==> src/inc/soca_pkg.sv <==
package soca_pkg;
   // Datapath geometry
   localparam int unsigned WIDTH = 12;
   localparam int unsigned GROUP_SIZE = 3;
   localparam int unsigned NUM_GROUPS = WIDTH / GROUP_SIZE;
   // Command encodings
   typedef enum logic [1:0] {
      SOCA_CMD_ADD,
      SOCA_CMD_SUB,
      SOCA_CMD_PASS
   } soca_cmd_t;
   // Reset value of the result register
   localparam logic [11:0] RESULT_RESET = 12'h000;
endpackage

==> src/core/soca_group.sv <==
// One three-stage octal group: stage signals rolled up to group signals
module soca_group
(
   input wire logic [2:0] minuend,
   input wire logic [2:0] subtrahend,
   output logic [2:0] stage_borrow,
   output logic [2:0] stage_enable,
   output logic group_borrow,
   output logic group_enable
);
   // Per-stage borrow and enable
   always_comb
   begin
      stage_borrow = ~minuend & subtrahend;
      stage_enable = ~(minuend ^ subtrahend);
   end

   // Group borrow: a stage borrow with enables in every higher stage
   assign group_borrow = stage_borrow[2] | (stage_borrow[1] & stage_enable[2]) |
      (stage_borrow[0] & stage_enable[1] & stage_enable[2]);
   assign group_enable = &stage_enable;
endmodule // soca_group

==> src/core/soca_adder.sv <==
module soca_adder
(
   input wire logic clock,
   input wire logic sys_rst,
   input wire logic op_valid,
   input wire soca_pkg::soca_cmd_t op_cmd,
   input wire logic [11:0] operand_a,
   input wire logic [11:0] operand_b,
   output logic [11:0] result_q,
   output logic done_q,
   output logic [11:0] passed_borrow_q
);
   logic [11:0] min_w;
   logic [11:0] sub_w;
   logic [11:0] sb_w;
   logic [11:0] se_w;
   logic [3:0] gb_w;
   logic [3:0] ge_w;
   logic [3:0] gin_w;
   logic [11:0] bin_w;
   logic [11:0] toggle_w;
   logic [11:0] result_d;
   logic end_around_w;

   // Operand steering per command
   always_comb
   begin
      min_w = operand_b;
      sub_w = ~operand_a;
      case (op_cmd)
         soca_pkg::SOCA_CMD_ADD:
         begin
            min_w = operand_b;
            sub_w = ~operand_a;
         end
         soca_pkg::SOCA_CMD_SUB:
         begin
            min_w = operand_b;
            sub_w = operand_a;
         end
         soca_pkg::SOCA_CMD_PASS:
         begin
            min_w = operand_b;
            sub_w = 12'h000;
         end
         default:
         begin
            min_w = operand_b;
            sub_w = 12'h000;
         end
      endcase
   end

   // Four octal groups across twelve stages
   genvar g;
   generate
      for (g = 0; g < 4; g++)
      begin : g_grp
         soca_group u_grp
         (
            .minuend(min_w[3*g+2:3*g]),
            .subtrahend(sub_w[3*g+2:3*g]),
            .stage_borrow(sb_w[3*g+2:3*g]),
            .stage_enable(se_w[3*g+2:3*g]),
            .group_borrow(gb_w[g]),
            .group_enable(ge_w[g])
         );
      end
   endgenerate

   // End-around borrow: a borrow leaving the top group
   assign end_around_w = gb_w[3] | (gb_w[2] & ge_w[3]) | (gb_w[1] & ge_w[2] & ge_w[3]) |
      (gb_w[0] & ge_w[1] & ge_w[2] & ge_w[3]);

   // Group borrow inputs; end-around enters group 0
   always_comb
   begin
      gin_w[0] = end_around_w;
      gin_w[1] = gb_w[0] | (end_around_w & ge_w[0]);
      gin_w[2] = gb_w[1] | (gb_w[0] & ge_w[1]) | (end_around_w & ge_w[0] & ge_w[1]);
      gin_w[3] = gb_w[2] | (gb_w[1] & ge_w[2]) | (gb_w[0] & ge_w[1] & ge_w[2]) |
         (end_around_w & ge_w[0] & ge_w[1] & ge_w[2]);
   end

   // Stage borrow inputs distributed back down from group level
   always_comb
   begin
      for (int i = 0; i < 12; i++)
      begin
         if (i % 3 == 0)
            bin_w[i] = gin_w[i/3];
         else
            bin_w[i] = sb_w[i-1] | (se_w[i-1] & bin_w[i-1]);
      end
   end

   // Clear, toggle enable stages, then probe complements unborrowed
   always_comb
   begin
      toggle_w = 12'h000 | se_w;
      result_d = toggle_w ^ ~bin_w;
   end

   // Result register, one capture per request
   always_ff @(posedge clock or posedge sys_rst)
   begin
      if (sys_rst)
         result_q <= soca_pkg::RESULT_RESET;
      else if (op_valid)
         result_q <= result_d;
   end

   // Borrow acting on each stage, captured with the result
   always_ff @(posedge clock or posedge sys_rst)
   begin
      if (sys_rst)
         passed_borrow_q <= 12'h000;
      else if (op_valid)
         passed_borrow_q <= bin_w;
   end

   // Completion pulse
   always_ff @(posedge clock or posedge sys_rst)
   begin
      if (sys_rst)
         done_q <= 1'b0;
      else
         done_q <= op_valid;
   end
endmodule // soca_adder

==> config.mk <==
export PLATFORM = sky130hd
export DESIGN_NAME = soca_adder
export DESIGN_NICKNAME = d
export VERILOG_FILES = /design/src/inc/soca_pkg.sv /design/src/core/soca_group.sv /design/src/core/soca_adder.sv
export SDC_FILE = /design/constraint.sdc
export NUM_CORES = 1
export LEC_CHECK = 0
export ABC_CLOCK_PERIOD_IN_PS = 1300
export BUFFER_PORTS_ARGS = -buffer_cell sky130_fd_sc_hd__buf_2
export CAP_MARGIN = 25
export CORE_MARGIN = 5
export CORE_UTILIZATION = 25
export DETAILED_ROUTE_END_ITERATION = 6
export PLACE_DENSITY_LB_ADDON = 0.08
export SLEW_MARGIN = 10
export SYNTH_ARGS = -nofsm -noshare
export SYNTH_HDL_FRONTEND = slang
export SYNTH_SLANG_ARGS = --single-unit
==> constraint.sdc <==
create_clock -name clock -period 1.3 [get_ports clock]
set_input_delay 0.26 -clock clock [delete_from_list [all_inputs] [get_ports clock]]
set_output_delay 0.26 -clock clock [all_outputs]
set_load 0.005 [all_outputs]
# Yosys cells after proc, flatten, opt, wreduce, memory -nomap -nowiden

Cells that the tools add are included.
Widths: inputs -> output; s select.

Bits of input ports: 29
Memory bits (read-only): 0
Output and inout bits: 25
Latch bits: 0
Logic and storage cells: 83
Flip-flop bits (word level): 25
Memory bits (writable): 0
Memories kept: 0

Equality and inequality tests: 1
Div/mod/pow operators: 0
Shift operators: 0
Order comparisons: 0
Bitwise logic cells: 73
Multiplexer cells: 1
Reductions and logical operators: 5
$mul: 0
Add/sub/neg operators: 0

Operators by type and width:

| cell               | count |
|---|---|
| $and 1x1->1        | 29 |
| $or 1x1->1         | 25 |
| $not 12->12        | 2 |
| $not 3->3          | 8 |
| $pmux 12 s2        | 1 |
| $and 3x3->3        | 4 |
| $reduce_and 3->1   | 4 |
| $xor 12x12->12     | 1 |
| $xor 3x3->3        | 4 |
| $eq 2x1->1 const B | 1 |
| $logic_not 2->1    | 1 |

# Logic depth before layout (Yosys ltp)

Depth in word-level cells: 21
Depth in mapped cells: 15
Mapped depth without buffers: 14

# Modules after synthesis

From an unflattened synthesis, not the netlist that was laid out.

Cell total of the unflattened synthesis: 166
Area, all modules: 1,587.8 um^2

Modules (own cells, without submodules):

| module     | area an instance (um^2) | cells an instance | times used | seq. area each (um^2) |
|---|---|---|---|---|
| soca_adder | 1,312.5                 | 126               | 1          | 625.6 |
| soca_group | 68.8                    | 10                | 4          | 0.0 |

# Worst setup path after synthesis

No wires, ideal clock.

Path type: input to register
Start: in op_cmd[0]
End: reg result_q[2]
Setup time: 0.125 ns
Data arrival time: 3.045 ns
Path slack: -1.870 ns
Required time: 1.175 ns
Cell stages on the path: 13
Buffers on the path: 1
Cell sequence: buf_2 > xor2_1 > nor2_1 > ha_1 > a21o_1 > a21oi_1 > o21ai_0 > a21boi_0 > o21ai_0 > fa_1 > fa_1 > xnor2_1 > mux2_2

Word-level cells in the longest chain between the ends: 17
Elaborated cells on any way between the ends: 53
Classes of those cells: eq/ne: 1; mux: 1; bitwise: 47; reduce/logical: 4

RTL lines:

| element                                              | line                               | text |
|---|---|---|
| start: declaration                                   | soca_adder.sv:6                    | `input wire soca_pkg::soca_cmd_t op_cmd,` |
| $eq 2x1->1 / $logic_not 2->1 (equally long branches) | soca_adder.sv:30                   | `case (op_cmd)` |
| $pmux 12 s2 *                                        | soca_adder.sv:30                   |  |
| $xor 3x3->3                                          | soca_group.sv:15                   | `stage_enable = ~(minuend ^ subtrahend);` |
| $not 3->3                                            | soca_group.sv:15                   |  |
| $and 1x1->1 (on tied branches)                       | soca_group.sv:19, soca_group.sv:20 |  |
| $or 1x1->1 / $and 1x1->1 (equally long branches)     | soca_group.sv:19, soca_group.sv:20 |  |
| $or 1x1->1                                           | soca_group.sv:19                   | `assign group_borrow = stage_borrow[2] \| (stage_borrow[1] & stage_enable[2]) \|` |
| $and 1x1->1 (on tied branches)                       | soca_adder.sv:72, soca_adder.sv:73 |  |
| (+3 left out)                                        | --                                 |  |
| via bin_w[0]                                         | soca_adder.sv:20                   | `logic [11:0] bin_w;` |
| $and 1x1->1 *                                        | soca_adder.sv:93                   | `bin_w[i] = sb_w[i-1] \| (se_w[i-1] & bin_w[i-1]);` |
| $or 1x1->1 *                                         | soca_adder.sv:93                   |  |
| via bin_w[1]                                         | soca_adder.sv:20                   |  |
| $and 1x1->1 *                                        | soca_adder.sv:93                   |  |
| $or 1x1->1 *                                         | soca_adder.sv:93                   |  |
| via bin_w[2]                                         | soca_adder.sv:20                   |  |
| $not 12->12 *                                        | soca_adder.sv:101                  | `result_d = toggle_w ^ ~bin_w;` |
| $xor 12x12->12 *                                     | soca_adder.sv:101                  |  |
| end signal: assignment                               | soca_adder.sv:108                  | `result_q <= soca_pkg::RESULT_RESET;` |
| end signal: assignment                               | soca_adder.sv:110                  | `result_q <= result_d;` |
| end: declaration                                     | soca_adder.sv:9                    | `output logic [11:0] result_q,` |

Mark *: on every way through the listed nets, which the timed path passes. The rest lies on a longest branch.
A chain may end at the register's enable or synchronous reset.

# Final worst setup path

Start: in op_cmd[0]
End: reg result_q[10]

Word-level cells in the longest chain between the ends: 19
Elaborated cells on any way between the ends: 58
Classes of those cells: eq/ne: 1; mux: 1; bitwise: 51; reduce/logical: 5

RTL lines:

| element                                              | line                                                 | text |
|---|---|---|
| $eq 2x1->1 / $logic_not 2->1 (equally long branches) | soca_adder.sv:30                                     |  |
| $pmux 12 s2 *                                        | soca_adder.sv:30                                     |  |
| $xor 3x3->3                                          | soca_group.sv:15                                     |  |
| $not 3->3                                            | soca_group.sv:15                                     |  |
| $and 1x1->1 (on tied branches)                       | soca_group.sv:19, soca_group.sv:20                   |  |
| $or 1x1->1 / $and 1x1->1 (equally long branches)     | soca_group.sv:19, soca_group.sv:20                   |  |
| $or 1x1->1                                           | soca_group.sv:19                                     |  |
| $and 1x1->1 (on tied branches)                       | soca_adder.sv:72, soca_adder.sv:81, soca_adder.sv:73 |  |
| (+6 left out)                                        | --                                                   |  |
| $or 1x1->1 *                                         | soca_adder.sv:81                                     | `gin_w[3] = gb_w[2] \| (gb_w[1] & ge_w[2]) \| (gb_w[0] & ge_w[1] & ge_w[2]) \|` |
| via bin_w[9]                                         | soca_adder.sv:20                                     |  |
| $and 1x1->1 *                                        | soca_adder.sv:93                                     |  |
| $or 1x1->1 *                                         | soca_adder.sv:93                                     |  |
| via bin_w[10]                                        | soca_adder.sv:20                                     |  |
| $not 12->12 *                                        | soca_adder.sv:101                                    |  |
| $xor 12x12->12 *                                     | soca_adder.sv:101                                    |  |
| via result_d[10]                                     | soca_adder.sv:22                                     | `logic [11:0] result_d;` |

Marks and branches as above.

==> results.yml <==
sta:
  maxSlewViolCount: 0
  fmax_mhz: 359
  setup_viol: 24
  fin_tns_setup_ps: -26390
  fin_crit_ps: 2790
  final-hold-violation-count: 0
  max-slew-margin-rel_pct: 77.5
  worst_slack_ps: -1490
  worst_slew_pin_slew_ps: 337
  skew_ps: 0
  rsz0062_at_grt: "yes"
  hold_ws_ps: 25.0
  post-route-period-util_pct: 214
grt:
  grt_antenna_before_repair: 0
  track_usage_pct: 11.3
  overflow: 0
  grt_pass1_wl_um: 7660
  grt_pass1_vias: 1633
  grt_max_degree: 26
worst_setup_path:
  reg2reg_from: "passed_borrow_q[9]"
  r2r_end: "passed_borrow_q[9]"
  critical_path.cell_chain: "buf_12 -> buf_12 -> xor2_1 -> nor2_1 -> ha_1 -> a21o_1 -> a21oi_2 -> o21ai_2 -> a21boi_2 -> o31ai_4 -> fa_2 -> inv_2 -> fa_2 -> mux2_4"
  end_kind: "flip-flop"
  crit_path_max_fanout: 7
  cp_top_family: "adder cells"
  cp_num_buf_inv: 3
  slowest_delay_ps: 420
  critPathSlowestCell: "fa_2"
  cp_data_arrival_time_ps: 2950
  start_kind: "primary input"
  cp.required_ps: 1470
  r2r_slack_ps: 490
  reg2reg_depth: 3
  critPathKind: "in2reg"
final_layout:
  syn_to_final_growth_pct: 70.2
  instances_no_fill: 357
  diodes: 0
  register_area_um2: 626
  final_common_cell: "buf_4"
  layout.cells.most_common_list: "buf_4 (54), buf_2 (52), dfrtp_1 (25)"
  drive_gt1_share_pct: 61.8
  multi_input_area_um2: 1160
  fin_util_pct: 44.4
  final_area_um2: 2850
  n_fill_cell: 643
  layout.nets: 330
clocking:
  cts.sinks: 25
  clk_pin_slew_ps: 100
  cts_tree: "built"
  htree_levels: 1
  clk_latency_ps: 270
  root_buffer: "clkbuf_8"
  clk_path_buf_depth: 2
  cts_buffers: 3
yosys:
  synth-seq-cells: 25
  postSynthAreaPerCell_um2: 10.2
  syn-cell-area_um2: 1680
  ys_types: 30
  ys_warn_count: 0
  yosysSeqAreaShare_pct: 37.3
  netlist_instances: 165
  synth_fp_nets: 214
routing:
  wirelength_um: 4530
  drtAntennaViolNets: 0
  via_count: 1471
  drtPass1Iterations: 4
  drt_iter0_drc: 28
  viasPerCell: 4.12
  drc: 0
  wl_per_cell_um: 12.7
pwr:
  leakagePower_uw: 0.00150
  swShare_pct: 31.7
  p_int_uw: 1880
  combPwrFrac_pct: 45.4
  seqPwrFrac_pct: 36.8
  ir_drop_mv: 0.375
  switching_power_uw: 872
  clockPowerShare_pct: 17.8
  p_per_area_nw_per_um2: 965
die:
  die_w_um: 91.9
  rows: 29
  fp.coreArea_um2: 6420
  initial_utilization_pct: 26.1
  boundaryPins: 54
  dieArea_um2: 8440
  die_height_um: 91.9
place:
  io_buffers: 53
  post_dp_cell_area_um2: 2440
  gp_congestion: 0.746
  placed_cells: 330
  hpwl_um: 3430
run_status:
  violations: "negative setup slack"
  status: "finished, violations left"
job:
  max-cap-violations: 0
min_path:
  hold_class: "in2async"
-- final cells by class --
type / count / share of cell area, %
inverter: 26 / 3.51
tap: 77 / 3.38
timing repair buffer: 117 / 28.9
multi-input combinational: 108 / 40.7
clock buffer: 4 / 1.58
sequential: 25 / 21.9
-- through the flow --
step           total power (uW)  setup WS [ps]
2_1_floorplan              1560          -1560
3_3_place_gp               2050          -1840
3_5_place_dp               2050          -1880
4_1_cts                    2710          -1430
5_1_grt                    2990          -1610
6_report                   2760          -1490
-- kinds of logic after synthesis --
family          Yosys count  share of synthesized area, %
flops                    25                          37.3
fa+ha+maj                20                          18.5
compound gates           27                          10.8
xor+xnor                 16                          8.36
buf+inv                  32                          7.39
simple gates             30                          7.99
mux                      15                          9.63
-- timing repair --
item,in CTS,in global routing
pin swaps,13,21
gates resized for setup,27,18
hold buffers,0,0
setup endpoints to repair,24,24
hold endpoints to repair,0,0
setup buffers,27,6
-- power groups by stage --
stage	clock, uW	sequential [uW]	combinational, uW
2_1_floorplan	0	1040	512
3_3_place_gp	0	1030	1020
3_5_place_dp	0	1030	1020
4_1_cts	523	1020	1170
5_1_grt	558	1040	1390
6_report	492	1010	1250
-- worst min-delay path, stage by stage --
cell	delay [ps]
buf_2	90
inv_1	40
buf_4	310
-- metal layers --
layer	vias up	track usage, %	routed length, um
met1	670	15.0	2100
met5	-	0	0
met3	4	1.55	165
met2	31	19.2	2210
met4	0	3.34	45
li1	766	-	-
-- how the worst max path moves through the flow --
stage          cells after the start  slack (ps)      start      endpoint
6_report                          14       -1490  op_cmd[0]  result_q[10]
5_1_grt                           14       -1610  op_cmd[0]  result_q[10]
4_1_cts                           15       -1430  op_cmd[0]   result_q[4]
3_5_place_dp                      14       -1880  op_cmd[0]   result_q[7]
3_3_place_gp                      14       -1840  op_cmd[0]   result_q[7]
2_1_floorplan                     13       -1560  op_cmd[0]   result_q[2]
-- cells in the mapped netlist, drive strengths merged --
cell    instances  share of area [%]
inv            26                5.8
dfrtp          25                 37
nor2           19                4.3
a21oi          13                4.1
ha             12                9.0
mux2            9                6.0
xor2            9                4.7
fa              8                9.6
xnor2           7                3.7
mux2i           6                3.6
buf             5                1.3
nand3           5                1.5
a21o            4                1.9
o21ai           4                1.2
nand2b          3                1.1
a21boi          1               0.45
a311oi          1               0.52
a31o            1               0.52
and3            1               0.37
clkbuf          1               0.22
nand4           1               0.37
o21a            1               0.45
o311a           1                1.3
o31ai           1               0.45
or2             1               0.37
-- state kept, by name, summed over array words and instances, names as in the netlist --
signal,count
done_q,1
passed_borrow_q,12
result_q,12
No activity file was read; power rests on OpenSTA's default activity.
